### src/dots_pkg.sv
/*
 * constants for the ddc output stage: register offsets, field positions,
 * reset values and test pattern codes.
 * assumes an 8-bit paged register port and 16-bit i/q samples.
 */
package dots_pkg;
	// ---------------------------------------------------------------
	// register offsets
	// ---------------------------------------------------------------
	localparam logic [7:0] ADDR_LATENCY_ALIGN  = 8'h1e;
	localparam logic [7:0] ADDR_WIDEBAND_GAIN  = 8'h1f;
	localparam logic [7:0] ADDR_USER_W1_LOW    = 8'h33;
	localparam logic [7:0] ADDR_USER_W1_HIGH   = 8'h34;
	localparam logic [7:0] ADDR_USER_W2_LOW    = 8'h35;
	localparam logic [7:0] ADDR_USER_W2_HIGH   = 8'h36;
	localparam logic [7:0] ADDR_FIRST_SEL      = 8'h37;
	localparam logic [7:0] ADDR_SECOND_SEL     = 8'h38;
	localparam logic [7:0] ADDR_SCOPE          = 8'h39;
	localparam logic [7:0] ADDR_RESTART        = 8'h3a;

	// ---------------------------------------------------------------
	// field positions and reset values
	// ---------------------------------------------------------------
	localparam int         LAT_LSB             = 4;
	localparam int         LAT_MSB             = 6;
	localparam int         WBG_BIT             = 0;
	localparam int         SCOPE_BIT           = 0;
	localparam int         ALLOW_BIT           = 0;
	localparam int         PULSE_BIT           = 1;
	localparam logic [7:0] RST_BYTE            = 8'h00;
	localparam logic [2:0] RST_LAT             = 3'h0;
	localparam logic       RST_BIT             = 1'b0;
	localparam logic [15:0] RST_WORD           = 16'h0000;

	// ---------------------------------------------------------------
	// pattern selector codes and fixed words
	// ---------------------------------------------------------------
	localparam logic [3:0] PAT_NORMAL          = 4'h0;
	localparam logic [3:0] PAT_ZEROS           = 4'h1;
	localparam logic [3:0] PAT_ONES            = 4'h2;
	localparam logic [3:0] PAT_TOGGLE          = 4'h3;
	localparam logic [3:0] PAT_RAMP            = 4'h4;
	localparam logic [3:0] PAT_SINGLE          = 4'h6;
	localparam logic [3:0] PAT_DOUBLE          = 4'h7;
	localparam logic [3:0] PAT_DESKEW          = 4'h8;
	localparam logic [3:0] PAT_SYNC            = 4'h9;
	localparam logic [15:0] WORD_ZEROS         = 16'h0000;
	localparam logic [15:0] WORD_ONES          = 16'hffff;
	localparam logic [15:0] WORD_TOGGLE_A      = 16'haaaa;
	localparam logic [15:0] WORD_TOGGLE_B      = 16'h5555;
	localparam logic [15:0] WORD_DESKEW        = 16'hffff;
	localparam logic [15:0] WORD_SYNC          = 16'h0000; // arbitrary value
	localparam logic [15:0] WORD_POS_MAX       = 16'h7fff;
	localparam logic [15:0] WORD_NEG_MAX       = 16'h8000;
	localparam logic [15:0] RAMP_STEP          = 16'h0001;
endpackage

### src/dots_output_stage.sv
/*
 * ddc output stage: latency alignment code, wideband and narrowband gain,
 * and per-stream test pattern generation for two ddcs.
 * assumes a byte-wide register port synchronous to SYS_CLK, samples
 * arriving with SAMPLE_VALID, and the decimation mode given by WIDEBAND_PATH.
 */
//
// Contract
// - latency alignment code sits in bits 6 to 4 and is driven out.
// - wideband gain bit doubles wide filter path output, only in divide-by-4/6.
// - two 16-bit user words held in byte registers 33h to 36h.
// - per-stream 4-bit selectors; 0 normal, 1 zeros, 2 ones.
// - code 3 alternates 1010 word and its complement each sample.
// - code 4 outputs ramp from 0 to 65535 by one, then wraps.
// - code 6 sends user word 1; code 7 alternates words 1 and 2.
// - code 8 sends all-ones deskew word; code 9 sends sync word.
// - scope bit 0 makes all streams use low nibble of 37h.
// - narrowband gain does not act on the wideband path.
//
`timescale 1ns/1ps
module dots_output_stage
	import dots_pkg::*;
(
	input  wire logic        SYS_CLK,         // 100 MHz sample-side clock
	input  wire logic        RST,             // async reset, high
	input  wire logic        REG_WE,          // register write strobe
	input  wire logic        REG_RE,          // register read strobe
	input  wire logic [7:0]  REG_ADDR,        // register offset
	input  wire logic [7:0]  REG_WDATA,       // write data
	output logic      [7:0]  REG_RDATA,       // read data, one cycle after REG_RE
	input  wire logic        WIDEBAND_PATH,   // divide-by-4 or -6 active
	input  wire logic        NARROWBAND_GAIN, // narrowband_double_gain for first ddc
	input  wire logic        SAMPLE_VALID,    // new sample on inputs
	input  wire logic [15:0] FIRST_I_IN,      // first ddc i sample
	input  wire logic [15:0] FIRST_Q_IN,      // first ddc q sample
	input  wire logic [15:0] SECOND_I_IN,     // second ddc i sample
	input  wire logic [15:0] SECOND_Q_IN,     // second ddc q sample
	output logic      [15:0] FIRST_I_OUT,     // first ddc i output
	output logic      [15:0] FIRST_Q_OUT,     // first ddc q output
	output logic      [15:0] SECOND_I_OUT,    // second ddc i output
	output logic      [15:0] SECOND_Q_OUT,    // second ddc q output
	output logic             OUT_VALID,       // outputs updated
	output logic      [2:0]  LAT_CODE         // latency_align_code
);
	logic [2:0]  latency_align_cfg_ff;
	logic        wideband_gain_cfg_ff;
	logic [15:0] user_word1_ff;
	logic [15:0] user_word2_ff;
	logic [7:0]  first_ddc_pattern_sel_ff;
	logic [7:0]  second_ddc_pattern_sel_ff;
	logic        pattern_scope_cfg_ff;
	logic        pattern_restart_allow_ff;
	logic        pattern_restart_pulse_ff;
	logic        nxt_restart_pulse;
	logic [7:0]  rdata_ff;
	logic [7:0]  nxt_rdata;
	logic        valid_ff;

	// ---------------------------------------------------------------
	// register decode
	// ---------------------------------------------------------------
	logic wr_lat, wr_wbg, wr_w1l, wr_w1h, wr_w2l, wr_w2h, wr_s1, wr_s2, wr_scope, wr_rst;
	assign wr_lat   = REG_WE && REG_ADDR == ADDR_LATENCY_ALIGN;
	assign wr_wbg   = REG_WE && REG_ADDR == ADDR_WIDEBAND_GAIN;
	assign wr_w1l   = REG_WE && REG_ADDR == ADDR_USER_W1_LOW;
	assign wr_w1h   = REG_WE && REG_ADDR == ADDR_USER_W1_HIGH;
	assign wr_w2l   = REG_WE && REG_ADDR == ADDR_USER_W2_LOW;
	assign wr_w2h   = REG_WE && REG_ADDR == ADDR_USER_W2_HIGH;
	assign wr_s1    = REG_WE && REG_ADDR == ADDR_FIRST_SEL;
	assign wr_s2    = REG_WE && REG_ADDR == ADDR_SECOND_SEL;
	assign wr_scope = REG_WE && REG_ADDR == ADDR_SCOPE;
	assign wr_rst   = REG_WE && REG_ADDR == ADDR_RESTART;

	// restart only honoured when allow was set by an earlier write
	assign nxt_restart_pulse = wr_rst && REG_WDATA[PULSE_BIT] && pattern_restart_allow_ff;

	// read mux: reserved bits read zero, unmapped offsets read zero
	assign nxt_rdata = !REG_RE ? rdata_ff :
	                   (REG_ADDR == ADDR_LATENCY_ALIGN) ? {1'b0, latency_align_cfg_ff, 4'h0} :
	                   (REG_ADDR == ADDR_WIDEBAND_GAIN) ? {7'h00, wideband_gain_cfg_ff} :
	                   (REG_ADDR == ADDR_USER_W1_LOW)   ? user_word1_ff[7:0] :
	                   (REG_ADDR == ADDR_USER_W1_HIGH)  ? user_word1_ff[15:8] :
	                   (REG_ADDR == ADDR_USER_W2_LOW)   ? user_word2_ff[7:0] :
	                   (REG_ADDR == ADDR_USER_W2_HIGH)  ? user_word2_ff[15:8] :
	                   (REG_ADDR == ADDR_FIRST_SEL)     ? first_ddc_pattern_sel_ff :
	                   (REG_ADDR == ADDR_SECOND_SEL)    ? second_ddc_pattern_sel_ff :
	                   (REG_ADDR == ADDR_SCOPE)         ? {7'h00, pattern_scope_cfg_ff} :
	                   (REG_ADDR == ADDR_RESTART)       ? {7'h00, pattern_restart_allow_ff} :
	                   RST_BYTE;

	// configuration registers; reserved write bits are dropped
	always_ff @(posedge SYS_CLK or posedge RST) begin
		if (RST) begin
			latency_align_cfg_ff      <= RST_LAT;
			wideband_gain_cfg_ff      <= RST_BIT;
			user_word1_ff             <= RST_WORD;
			user_word2_ff             <= RST_WORD;
			first_ddc_pattern_sel_ff  <= RST_BYTE;
			second_ddc_pattern_sel_ff <= RST_BYTE;
			pattern_scope_cfg_ff      <= RST_BIT;
			pattern_restart_allow_ff  <= RST_BIT;
		end else begin
			if (wr_lat) latency_align_cfg_ff <= REG_WDATA[LAT_MSB:LAT_LSB];
			if (wr_wbg) wideband_gain_cfg_ff <= REG_WDATA[WBG_BIT];
			if (wr_w1l) user_word1_ff[7:0] <= REG_WDATA;
			if (wr_w1h) user_word1_ff[15:8] <= REG_WDATA;
			if (wr_w2l) user_word2_ff[7:0] <= REG_WDATA;
			if (wr_w2h) user_word2_ff[15:8] <= REG_WDATA;
			if (wr_s1) first_ddc_pattern_sel_ff <= REG_WDATA;
			if (wr_s2) second_ddc_pattern_sel_ff <= REG_WDATA;
			if (wr_scope) pattern_scope_cfg_ff <= REG_WDATA[SCOPE_BIT];
			if (wr_rst) pattern_restart_allow_ff <= REG_WDATA[ALLOW_BIT];
		end
	end

	// restart pulse, read data and sample valid
	always_ff @(posedge SYS_CLK or posedge RST) begin
		if (RST) begin
			pattern_restart_pulse_ff <= RST_BIT;
			rdata_ff                 <= RST_BYTE;
			valid_ff                 <= RST_BIT;
		end else begin
			pattern_restart_pulse_ff <= nxt_restart_pulse;
			rdata_ff                 <= nxt_rdata;
			valid_ff                 <= SAMPLE_VALID;
		end
	end

	assign REG_RDATA = rdata_ff;
	assign OUT_VALID = valid_ff;
	assign LAT_CODE  = latency_align_cfg_ff;

	// ---------------------------------------------------------------
	// gain stage
	// ---------------------------------------------------------------
	// doubling saturates instead of wrapping at full scale
	function automatic logic [15:0] sat_double(input logic [15:0] x);
		if (x[15] != x[14]) begin
			sat_double = x[15] ? WORD_NEG_MAX : WORD_POS_MAX;
		end else begin
			sat_double = {x[14:0], 1'b0};
		end
	endfunction

	logic gain_first, gain_second;
	logic [15:0] first_i_g, first_q_g, second_i_g, second_q_g;
	// wideband bit only on the wide path, narrowband bit never there
	assign gain_first  = WIDEBAND_PATH ? wideband_gain_cfg_ff : NARROWBAND_GAIN;
	assign gain_second = WIDEBAND_PATH && wideband_gain_cfg_ff;
	assign first_i_g   = gain_first ? sat_double(FIRST_I_IN) : FIRST_I_IN;
	assign first_q_g   = gain_first ? sat_double(FIRST_Q_IN) : FIRST_Q_IN;
	assign second_i_g  = gain_second ? sat_double(SECOND_I_IN) : SECOND_I_IN;
	assign second_q_g  = gain_second ? sat_double(SECOND_Q_IN) : SECOND_Q_IN;

	// ---------------------------------------------------------------
	// pattern lanes
	// ---------------------------------------------------------------
	logic [3:0] sel_fi, sel_fq, sel_si, sel_sq;
	// common mode: every stream follows the low nibble of the first selector
	assign sel_fi = first_ddc_pattern_sel_ff[3:0];
	assign sel_fq = pattern_scope_cfg_ff ? first_ddc_pattern_sel_ff[7:4] : first_ddc_pattern_sel_ff[3:0];
	assign sel_si = pattern_scope_cfg_ff ? second_ddc_pattern_sel_ff[3:0] : first_ddc_pattern_sel_ff[3:0];
	assign sel_sq = pattern_scope_cfg_ff ? second_ddc_pattern_sel_ff[7:4] : first_ddc_pattern_sel_ff[3:0];

	dots_pattern_lane u_first_i (.clk(SYS_CLK), .rst(RST), .sel(sel_fi), .step(SAMPLE_VALID),
		.restart(pattern_restart_pulse_ff), .din(first_i_g), .word1(user_word1_ff),
		.word2(user_word2_ff), .dout(FIRST_I_OUT));
	dots_pattern_lane u_first_q (.clk(SYS_CLK), .rst(RST), .sel(sel_fq), .step(SAMPLE_VALID),
		.restart(pattern_restart_pulse_ff), .din(first_q_g), .word1(user_word1_ff),
		.word2(user_word2_ff), .dout(FIRST_Q_OUT));
	dots_pattern_lane u_second_i (.clk(SYS_CLK), .rst(RST), .sel(sel_si), .step(SAMPLE_VALID),
		.restart(pattern_restart_pulse_ff), .din(second_i_g), .word1(user_word1_ff),
		.word2(user_word2_ff), .dout(SECOND_I_OUT));
	dots_pattern_lane u_second_q (.clk(SYS_CLK), .rst(RST), .sel(sel_sq), .step(SAMPLE_VALID),
		.restart(pattern_restart_pulse_ff), .din(second_q_g), .word1(user_word1_ff),
		.word2(user_word2_ff), .dout(SECOND_Q_OUT));

	// ---------------------------------------------------------------
	// checks
	// ---------------------------------------------------------------
	property p_lat_code;
		@(posedge SYS_CLK) disable iff (RST) wr_lat |=> LAT_CODE == $past(REG_WDATA[6:4]);
	endproperty
	a_lat_code: assert property (p_lat_code) else $error("latency code not taken from bits 6-4");

	property p_restart_gate;
		@(posedge SYS_CLK) disable iff (RST)
			(wr_rst && REG_WDATA[1] && !pattern_restart_allow_ff) |=> !pattern_restart_pulse_ff;
	endproperty
	a_restart_gate: assert property (p_restart_gate) else $error("restart without allow");

	property p_wide_gain;
		@(posedge SYS_CLK) disable iff (RST)
			(SAMPLE_VALID && WIDEBAND_PATH && wideband_gain_cfg_ff && sel_si == 4'h0
			 && SECOND_I_IN[15] == SECOND_I_IN[14])
			|=> SECOND_I_OUT == {$past(SECOND_I_IN[14:0]), 1'b0};
	endproperty
	a_wide_gain: assert property (p_wide_gain) else $error("wideband gain not applied");

	property p_narrow_blocked;
		@(posedge SYS_CLK) disable iff (RST)
			(SAMPLE_VALID && WIDEBAND_PATH && !wideband_gain_cfg_ff && sel_fi == 4'h0)
			|=> FIRST_I_OUT == $past(FIRST_I_IN);
	endproperty
	a_narrow_blocked: assert property (p_narrow_blocked) else $error("narrowband gain on wide path");

	property p_common;
		@(posedge SYS_CLK) disable iff (RST)
			(SAMPLE_VALID && !pattern_scope_cfg_ff && first_ddc_pattern_sel_ff[3:0] == 4'h1)
			|=> SECOND_Q_OUT == 16'h0000 && FIRST_Q_OUT == 16'h0000;
	endproperty
	a_common: assert property (p_common) else $error("common pattern not shared");

	property p_word_read;
		@(posedge SYS_CLK) disable iff (RST)
			wr_w2h ##2 (REG_RE && REG_ADDR == 8'h36 && !REG_WE) |=> REG_RDATA == $past(REG_WDATA, 3);
	endproperty
	a_word_read: assert property (p_word_read) else $error("user word high byte readback wrong");
endmodule

### src/dots_pattern_lane.sv
/*
 * one output lane: replaces a sample stream with the selected test pattern.
 * assumes step marks a new sample and restart is a one-cycle pulse.
 */
`timescale 1ns/1ps
module dots_pattern_lane
	import dots_pkg::*;
(
	input  wire logic        clk,     // sample clock
	input  wire logic        rst,     // async reset, high
	input  wire logic [3:0]  sel,     // pattern selector
	input  wire logic        step,    // new sample
	input  wire logic        restart, // restart pattern sequence
	input  wire logic [15:0] din,     // converter data after gain
	input  wire logic [15:0] word1,   // user pattern word 1
	input  wire logic [15:0] word2,   // user pattern word 2
	output logic      [15:0] dout     // lane output
);
	logic [15:0] ramp_ff;
	logic [15:0] nxt_ramp;
	logic        phase_ff;
	logic        nxt_phase;
	logic [15:0] dout_ff;
	logic [15:0] nxt_dout;
	logic [15:0] pat_word;

	// ---------------------------------------------------------------
	// pattern selection
	// ---------------------------------------------------------------
	// unlisted codes fall through to converter data
	assign pat_word = (sel == PAT_ZEROS)  ? WORD_ZEROS :
	                  (sel == PAT_ONES)   ? WORD_ONES :
	                  (sel == PAT_TOGGLE) ? (phase_ff ? WORD_TOGGLE_B : WORD_TOGGLE_A) :
	                  (sel == PAT_RAMP)   ? ramp_ff :
	                  (sel == PAT_SINGLE) ? word1 :
	                  (sel == PAT_DOUBLE) ? (phase_ff ? word2 : word1) :
	                  (sel == PAT_DESKEW) ? WORD_DESKEW :
	                  (sel == PAT_SYNC)   ? WORD_SYNC :
	                  din;

	// ramp wraps naturally after 65535; restart returns sequences to start
	assign nxt_ramp  = restart ? RST_WORD : (step ? ramp_ff + RAMP_STEP : ramp_ff);
	assign nxt_phase = restart ? RST_BIT : (step ? ~phase_ff : phase_ff);
	assign nxt_dout  = step ? pat_word : dout_ff;
	assign dout      = dout_ff;

	// sequence state and output register
	always_ff @(posedge clk or posedge rst) begin
		if (rst) begin
			ramp_ff  <= RST_WORD;
			phase_ff <= RST_BIT;
			dout_ff  <= RST_WORD;
		end else begin
			ramp_ff  <= nxt_ramp;
			phase_ff <= nxt_phase;
			dout_ff  <= nxt_dout;
		end
	end

	// ---------------------------------------------------------------
	// checks
	// ---------------------------------------------------------------
	property p_zeros;
		@(posedge clk) disable iff (rst) (step && sel == PAT_ZEROS) |=> dout == 16'h0000;
	endproperty
	a_zeros: assert property (p_zeros) else $error("zeros pattern wrong");

	property p_ones;
		@(posedge clk) disable iff (rst) (step && sel == PAT_ONES) |=> dout == 16'hffff;
	endproperty
	a_ones: assert property (p_ones) else $error("ones pattern wrong");

	property p_toggle;
		@(posedge clk) disable iff (rst)
			(step && sel == PAT_TOGGLE && !restart) ##1 (step && sel == PAT_TOGGLE)
			|=> dout == ~$past(dout);
	endproperty
	a_toggle: assert property (p_toggle) else $error("toggle pattern does not alternate");

	property p_ramp;
		@(posedge clk) disable iff (rst)
			(step && sel == PAT_RAMP && !restart) ##1 (step && sel == PAT_RAMP && !restart)
			|=> dout == $past(dout) + 16'h0001;
	endproperty
	a_ramp: assert property (p_ramp) else $error("ramp did not step by one");

	property p_restart;
		@(posedge clk) disable iff (rst)
			restart ##1 (step && sel == PAT_RAMP && !restart) |=> dout == 16'h0000;
	endproperty
	a_restart: assert property (p_restart) else $error("ramp not restarted at zero");

	property p_single;
		@(posedge clk) disable iff (rst) (step && sel == PAT_SINGLE) |=> dout == $past(word1);
	endproperty
	a_single: assert property (p_single) else $error("single user word wrong");

	property p_double;
		@(posedge clk) disable iff (rst)
			restart ##1 (step && sel == PAT_DOUBLE && !restart) |=> dout == $past(word1);
	endproperty
	a_double: assert property (p_double) else $error("double pattern does not start on word 1");

	property p_deskew;
		@(posedge clk) disable iff (rst) (step && sel == PAT_DESKEW) |=> dout == 16'hffff;
	endproperty
	a_deskew: assert property (p_deskew) else $error("deskew word wrong");

	property p_normal;
		@(posedge clk) disable iff (rst)
			(step && (sel == PAT_NORMAL || sel == 4'h5 || sel >= 4'ha)) |=> dout == $past(din);
	endproperty
	a_normal: assert property (p_normal) else $error("converter data not passed");
endmodule

### config.mk
export PLATFORM = sky130hd
export DESIGN_NAME = dots_output_stage
export DESIGN_NICKNAME = d
export VERILOG_FILES = /design/src/dots_pkg.sv /design/src/dots_output_stage.sv /design/src/dots_pattern_lane.sv
export SDC_FILE = /design/constraint.sdc
export NUM_CORES = 1
export LEC_CHECK = 0
export BUFFER_PORTS_ARGS = -buffer_cell sky130_fd_sc_hd__clkbuf_2
export CAP_MARGIN = 40
export CORE_UTILIZATION = 60
export DETAILED_ROUTE_END_ITERATION = 8
export PLACE_DENSITY = 0.82
export SYNTH_ARGS = -nofsm -noshare
export SYNTH_HDL_FRONTEND = slang
export SYNTH_SLANG_ARGS = --single-unit
### constraint.sdc
create_clock -name SYS_CLK -period 8.5 [get_ports SYS_CLK]
set_clock_uncertainty 0.2 [all_clocks]
set_input_delay 0.85 -clock SYS_CLK [delete_from_list [all_inputs] [get_ports SYS_CLK]]
set_output_delay 0.85 -clock SYS_CLK [all_outputs]
set_load 0.03 [all_outputs]
# == Word level (Yosys, flattened, before mapping) ==
# Index checks and enable logic that the tools add are counted.
# classes
muxes,82
reduce_logical,14
div,0
n_shift,0
n_lt_le_gt_ge,0
addsub,4
bitwise_logic,4
n_eq_ne,46
multipliers,0
# op_table
cell,n
2-to-1 mux 16 bit,60
"adder 16 x 1 -> 16 bit, second input constant",4
"equality test 8 x 6 -> 1 bit, second input constant",8
2-to-1 mux 8 bit,8
"equality test 4 x 3 -> 1 bit, second input constant",12
"equality test 4 x 2 -> 1 bit, second input constant",8
"equality test 4 bit, second input constant",8
"equality test 4 x 1 -> 1 bit, second input constant",4
"equality test 8 x 5 -> 1 bit, second input constant",2
logical AND 1 bit,13
2-to-1 mux 4 bit,3
2-to-1 mux 1 bit,11
inequality test 1 bit,4
NOT 1 bit,4
nonzero test 2 bit,1
# totals
ram_bits,0
register_bits,196
latchBits,0
in_bits,87
out_inout_bits,76
n_memories,0
mem_bits_ro,0

# == Longest topological paths before layout ==
# Gate-level depths: netlist of the first run.
# depth
word_depth,11
depth_mapped,9

# == Cells and area by module ==
# From an unflattened synthesis of the first run, not the netlist that was laid out.
# unflattened
hier_cells,2026
area_unflattened_um2,16020.4
# by_module_without_submodules
mod,cells_each,instances,area_each_um2
dots_pattern_lane,368,4,2865.2
dots_output_stage,554,1,4559.4

# == Worst setup path after synthesis of the first run ==
# Ideal clock, no wire load.
# synth_timing
path_type,input-to-reg
start,in SECOND_Q_IN[14]
end,"reg u_second_q.dout_ff[6], in the netlist u_second_q.dout[6]"
cell_stages,9
path_buffers,2
arrival_time_ns,2.548
required_time_ns,8.217
setup_time_ns,0.083
path_slack_ns,5.670
cell_sequence,inv_1 ha_1 or2_2 clkbuf_1 clkbuf_1 a31oi_1 a221oi_1 o311a_1 o21ai_0
# synth_between
elab_chain_cells,11
# synth_rtl
item,line_no,text
"start, declared",dots_output_stage.sv:37,"input wire logic [15:0] SECOND_Q_IN,"
inequality test 1 bit,dots_output_stage.sv:138,if (x[15] != x[14]) begin
2-to-1 mux 16 bit,dots_output_stage.sv:138,
2-to-1 mux 16 bit,dots_output_stage.sv:153,assign second_q_g = gain_second ? sat_double(SECOND_Q_IN) : SECOND_Q_IN;
2-to-1 mux 16 bit,dots_pattern_lane.sv:38,(sel == PAT_SYNC) ? WORD_SYNC :
2-to-1 mux 16 bit,dots_pattern_lane.sv:37,(sel == PAT_DESKEW) ? WORD_DESKEW :
2-to-1 mux 16 bit,dots_pattern_lane.sv:36,(sel == PAT_DOUBLE) ? (phase_ff ? word2 : word1) :
2-to-1 mux 16 bit,dots_pattern_lane.sv:35,(sel == PAT_SINGLE) ? word1 :
2-to-1 mux 16 bit,dots_pattern_lane.sv:34,(sel == PAT_RAMP) ? ramp_ff :
2-to-1 mux 16 bit,dots_pattern_lane.sv:33,(sel == PAT_TOGGLE) ? (phase_ff ? WORD_TOGGLE_B : WORD_TOGGLE_A) :
2-to-1 mux 16 bit,dots_pattern_lane.sv:32,(sel == PAT_ONES) ? WORD_ONES :
2-to-1 mux 16 bit,dots_pattern_lane.sv:31,assign pat_word = (sel == PAT_ZEROS) ? WORD_ZEROS :
"end signal, assigned",dots_pattern_lane.sv:56,dout_ff <= nxt_dout;
"end, declared",dots_pattern_lane.sv:23,logic [15:0] dout_ff;
# Every way passes these cells.
# A chain may end at the register's enable or synchronous reset.

==> results.cfg, run 1 <==
[clocking]
cts_tree = done
cts_resized = 0
cts.sinks = 196
clk_path_buf_depth = 2
clkTransAtPathRegs_ps = 80
numCtsBuffers = 17
root_buffer = clkbuf_16
ctsHoldBuffers = 0
cts_setup_buffers = 0
clk_latency_ps = 450
h-tree-depth = 4

[critical_path]
crit_top_cell = buf_4
crit_path_end_kind = flip-flop
crit_fanout = 55
critPathSlowestCell = a211oi_2
required_ps = 8650
slowest_delay_ps = 610
cp_num_cells = 8
worst-path-buf-inv = 5
critPathArrivalTime_ps = 3420
crit_chain = clkbuf_2 > buf_4 > inv_2 > buf_4 > a211oi_2 > buf_6 > nand2_1 > o2111ai_1
r2r_cells = 6
crit_type = in2reg
crit_family = buffers and inverters
critPathLaunchType = primary input

[final_layout]
final_util = 0.6759
diodes = 0
area_growth_pct = 9.838
drive_gt1_frac = 0.1869
multiInputGateArea_um2 = 8325
fillers = 1856
seqCellArea_um2 = 4906
nets = 1797

[floorplan]
die_w_um = 154.8
die_area_um2 = 23980
placeableCoreArea_um2 = 22780
die_h_um = 154.8
initial_core_util = 0.6153
io_pins = 163
rows = 55

[logic_synthesis]
seq_area_frac_synth = 0.3499
synth_top_area_share = 0.3499
synth_top_area_cell = dfrtp_1
syn-num-nets = 1730
yosysWarningCount = 0
synthCells = 1627
synth_cell_type_count = 80
synthTopCellsByArea = dfrtp_1, mux2_2, mux2i_1, nand2_1, a21oi_1
syn_area_um2 = 14020
async_flop_share = 1.000
avgSynthCellArea_um2 = 8.615
synth_edf_count = 0
synth_flop_cell = dfrtp_1
ys_seq_elements = 196

[timing]
fin_setup_tns_ps = 0
drv_slew = 0
slew_headroom = 0.3285
timing.final.ws_setup_ps = 5231
finalHoldViolations = 0
fmax_mhz = 305.9
rsz0062_at_grt = no
setup_viol = 0
fin_crit_ps = 3269
finalCritPeriodShare = 0.3846
holdWs_ps = 314.9
worst_pin_slew_ps = 1002

[routing]
wl_um = 45340
firstDrtPassIters = 6
drc = 0
drt_iter0_drc = 1811
drtAntennaViolNets = 0
dr_total_vias = 13857
viasPerCell = 6.860
wl_per_cell_um = 22.45

[pwr]
p_per_area_nw_per_um2 = 192.4
ir_drop_mv = 0.1435
p_leak_nw = 6.741

[grt]
grt_start_max_net_pins = 118
grt_pass1_vias = 12816
grt_use_total = 0.3814
overflow = 0
grt_pass1_wl_um = 70880
antenna_found_initial = 1

[hold_path]
hold_class = reg2reg
hold_depth = 1

[job]
max_cap_violations = 0

[place]
place_ws_ps = 4874
dp_hpwl_um = 31480
io_buffers = 162
gp_congestion = 0.9720

[outcome]
outcome = completed
cell usage in the layout, fill, tap and decap left out, types with 36 or more instances in the layout:
cell type  instances
nand2_1          168
clkbuf_2         162
nand2b_1          44
nand3_1           57
o21ai_0           93
a21oi_1          118
dfrtp_1          195
mux2i_1           69
xor2_1            36
mux2_2            73
o221ai_1          46
inv_1             43
nor2_1           105
layout make-up:
cell class | instances | share of cell area
sequential | 196 | 0.3187
clock inverter | 12 | 0.008696
timing repair buffer | 183 | 0.06632
clock buffer | 20 | 0.02836
tap | 313 | 0.02544
inverter | 46 | 0.01170
multi-input combinational | 1250 | 0.5408
report_power, final:
group          total, mW  internal, mW  switching, mW
Sequential          1.31          1.07          0.248
Combinational      0.836         0.342          0.494
Clock              0.812         0.395          0.418
registers in the layout (all words and copies together) (netlist names):
signal and cells:
LAT_CODE 3, OUT_VALID 1, REG_RDATA 8, first_ddc_pattern_sel_ff 8, pattern_restart_allow_ff 1, pattern_restart_pulse_ff 1, pattern_scope_cfg_ff 1, second_ddc_pattern_sel_ff 8
u_first_i.dout 16, u_first_i.phase_ff 1, u_first_i.ramp_ff 16, u_first_q.dout 16, u_first_q.phase_ff 1, u_first_q.ramp_ff 16, u_second_i.dout 16, u_second_i.phase_ff 1
u_second_i.ramp_ff 16, u_second_q.dout 16, u_second_q.phase_ff 1, u_second_q.ramp_ff 16, user_word1_ff 16, user_word2_ff 16, wideband_gain_cfg_ff 1
kinds of logic after synthesis:
family,after synthesis,share of synthesized area
DFF,196,0.3499
buffers and inverters,181,0.05633
AOI/OAI and AO/OA,506,0.2459
muxes,144,0.1096
and+or+nand+nor,528,0.1890
adders and majority gates,16,0.01428
xor gates and xnor gates,56,0.03499
cell usage after synthesis, types with 24 or more instances:
| cell type | instances |
|---|---|
| mux2i_1 | 70 |
| o2111ai_1 | 31 |
| nor2_1 | 105 |
| a21oi_1 | 118 |
| dfrtp_1 | 196 |
| nand4_1 | 24 |
| inv_1 | 44 |
| clkbuf_1 | 81 |
| xor2_1 | 36 |
| mux2_2 | 73 |
| buf_2 | 34 |
| o21ai_0 | 93 |
| a31oi_1 | 26 |
| o221ai_1 | 46 |
| nand2_1 | 168 |
| nand2b_1 | 44 |
| nand3_1 | 57 |
layer usage:
layer  GRT usage  share of wire
met1      0.5302           0.40
met2      0.5596           0.43
met3     0.09386           0.12
met4      0.1759          0.047
met5           0              0
metrics by stage:
step,cell area (µm²),power [mW],cells
2_1_floorplan,14020,1.859,1627
3_3_place_gp,14690,2.082,1977
3_5_place_dp,14820,2.137,1988
4_1_cts,15390,2.941,2020
5_1_grt,15390,3.092,2020
6_report,15390,2.961,2020
worst paths after layout:
| path | from | end | slack (ps) |
|---|---|---|---|
| setup / recovery | SAMPLE_VALID | u_first_q.dout[14] | 5230 |
| hold / removal | REG_RDATA[1] | REG_RDATA[1] | 310 |
| setup reg to reg | first_ddc_pattern_sel_ff[2] | u_first_q.dout[11] | 5280 |
| hold reg to reg | REG_RDATA[1] | REG_RDATA[1] | 310 |
| max in group asynchronous | RST | u_first_q.dout[14] | 6560 |
| min in group asynchronous | RST | user_word1_ff[4] | 350 |
Power figures use the tool's default switching activity.
==> run 2: changes to the inputs <==
==> constraint.sdc (replaced) <==
create_clock -name SYS_CLK -period 3.35 [get_ports SYS_CLK]
set_clock_uncertainty 0.2 [all_clocks]
set_input_delay 0.335 -clock SYS_CLK [delete_from_list [all_inputs] [get_ports SYS_CLK]]
set_output_delay 0.335 -clock SYS_CLK [all_outputs]
set_load 0.03 [all_outputs]
==> results.cfg, run 2 (same netlist as run 1, synthesis figures left out) <==
[critical_path]
crit_chain = buf_4 > or4b_1 > a21oi_4 > a21oi_1 > o21a_1 > a2bb2oi_1
crit_fanout = 17
critPathLaunchType = flip-flop
crit_type = reg2reg
critPathSlowestCell = or4b_1
r2r_cells = 6
critPathArrivalTime_ps = 2910
required_ps = 3460
slowest_delay_ps = 690
crit_path_end_kind = flip-flop

[timing]
rsz0062_at_grt = no
drv_slew = 0
setup_viol = 0
slew_headroom = 0.3845
fmax_mhz = 356.7
fin_setup_tns_ps = 0
finalCritPeriodShare = 0.8369
fin_crit_ps = 2803
holdWs_ps = 59.72
finalHoldViolations = 0
worst_pin_slew_ps = 923.2

[routing]
wl_met3_um = 5739
drt_iter0_drc = 2045
dr_total_vias = 14163
topRoutingLayerUsed = met4
drc = 0
firstDrtPassIters = 9
viasPerCell = 6.926
wl_per_cell_um = 23.08
met1_length_um = 18330
wl_um = 47190
dr_wl_met2_um = 20690
drtAntennaViolNets = 0

[final_layout]
area_growth_pct = 11.71
drive_gt1_frac = 0.1975
layout_common_cells = dfrtp_1, nand2_1, clkbuf_2
fillers = 1778
diodes = 0
nets = 1822
layout_commonest_cell = dfrtp_1

[pwr]
p_leak_nw = 6.890
switching_power_mw = 2.994
comb_power_share = 0.276
ir_drop_mv = 0.3781
clockPowerShare = 0.284
switching_share = 0.3907
p_int_mw = 4.669
seq_power_share = 0.440
p_per_area_nw_per_um2 = 489.4

[place]
dp_hpwl_um = 32720
io_buffers = 162
gp_congestion = 0.9886

[clocking]
clkTransAtPathRegs_ps = 80
numCtsBuffers = 17
cts_resized = 0
clk_path_buf_depth = 2
clk_latency_ps = 450
cts_setup_buffers = 0
cts_tree = done
h-tree-depth = 4
cts.sinks = 196
root_buffer = clkbuf_16

[job]
max_cap_violations = 0

[floorplan]
rows = 55
placeableCoreArea_um2 = 22780
io_pins = 163
initial_core_util = 0.6153
die_h_um = 154.8
die_w_um = 154.8
die_area_um2 = 23980

[grt]
overflow = 0
grt_start_max_net_pins = 50
grt_use_total = 0.3968
antenna_found_initial = 0
grt_pass1_wl_um = 73050
grt_pass1_vias = 12971

[hold_path]
hold_depth = 2
hold_class = in2reg

[outcome]
outcome = completed
## run 2: cell count changes in the layout (fill, tap and decap cells not counted), sizes merged
cell / change
bufinv: +1
clkdlybuf4s15: -1
buf: +23
clkbuf: -1
inv: -2
clkinv: +1
dlygate4sd3: +3
clkinvlp: +1
## run 2: timing repair
action                                  in CTS  in global routing
endpoints found under the setup margin       0                  0
hold buffers                                 3                  0
endpoints found under the hold margin       81                  0
## run 2: stage by stage
| stage | power [mW] | instance area (µm²) | cells | util | setup WS, ps |
|---|---|---|---|---|---|
| 2_1_floorplan | 4.718 | 14020 | 1627 | - | 282.6 |
| 3_3_place_gp | 5.333 | 14950 | 2006 | 0.6565 | 593.4 |
| 3_5_place_dp | 5.445 | 15020 | 2010 | 0.6592 | 617.3 |
| 4_1_cts | 7.601 | 15660 | 2045 | 0.6874 | 618.8 |
| 5_1_grt | 7.973 | 15660 | 2045 | 0.6874 | 467.3 |
| 6_report | 7.663 | 15660 | 2045 | 0.6874 | 546.5 |
## run 2: path summary, 6_finish.rpt
kind / from / endpoint / slack [ps]
min in group asynchronous: RST / u_first_q.dout[4] / 310
worst min register to register: REG_RDATA[2] / REG_RDATA[2] / 300
worst max-delay path: first_ddc_pattern_sel_ff[3] / u_second_i.dout[3] / 550
worst min-delay path: REG_WDATA[3] / user_word1_ff[3] / 60
max in group asynchronous: RST / pattern_restart_pulse_ff / 2000
worst max register to register: first_ddc_pattern_sel_ff[3] / u_second_i.dout[3] / 550
## run 2: cell type report
| type | count | area [µm²] | area share |
|---|---|---|---|
| multi-input combinational | 1250 | 8325 | 0.5317 |
| inverter | 46 | 176.4 | 0.01127 |
| sequential | 196 | 4906 | 0.3133 |
| clock buffer | 19 | 432.9 | 0.02765 |
| tap | 313 | 391.6 | 0.02501 |
| clock inverter | 13 | 178.9 | 0.01143 |
| timing repair buffer | 208 | 1246 | 0.07959 |
## run 2: per-layer routing
| metal | track usage | vias up |
|---|---|---|
| li1 | - | 6216 |
| met1 | 0.5437 | 6742 |
| met2 | 0.5910 | 1008 |
| met3 | 0.08882 | 197 |
| met4 | 0.1985 | 0 |
| met5 | 0 | - |
## run 2: power groups by stage
stage	sequential (mW)	combinational [mW]	clock, mW
CTS	3.33	2.10	2.18
detailed placement	3.36	2.08	0
global placement	3.38	1.95	0
floorplan	3.25	1.47	0
finish	3.37	2.12	2.17
global route	3.40	2.30	2.27
## run 2: worst max-delay path: cells and delay by family (launching register included)
| family | cells | cell delay, ps |
|---|---|---|
| compound gates | 4 | 1010 |
| simple gates | 1 | 690 |
| flops | 1 | 530 |
| buf+inv | 1 | 230 |
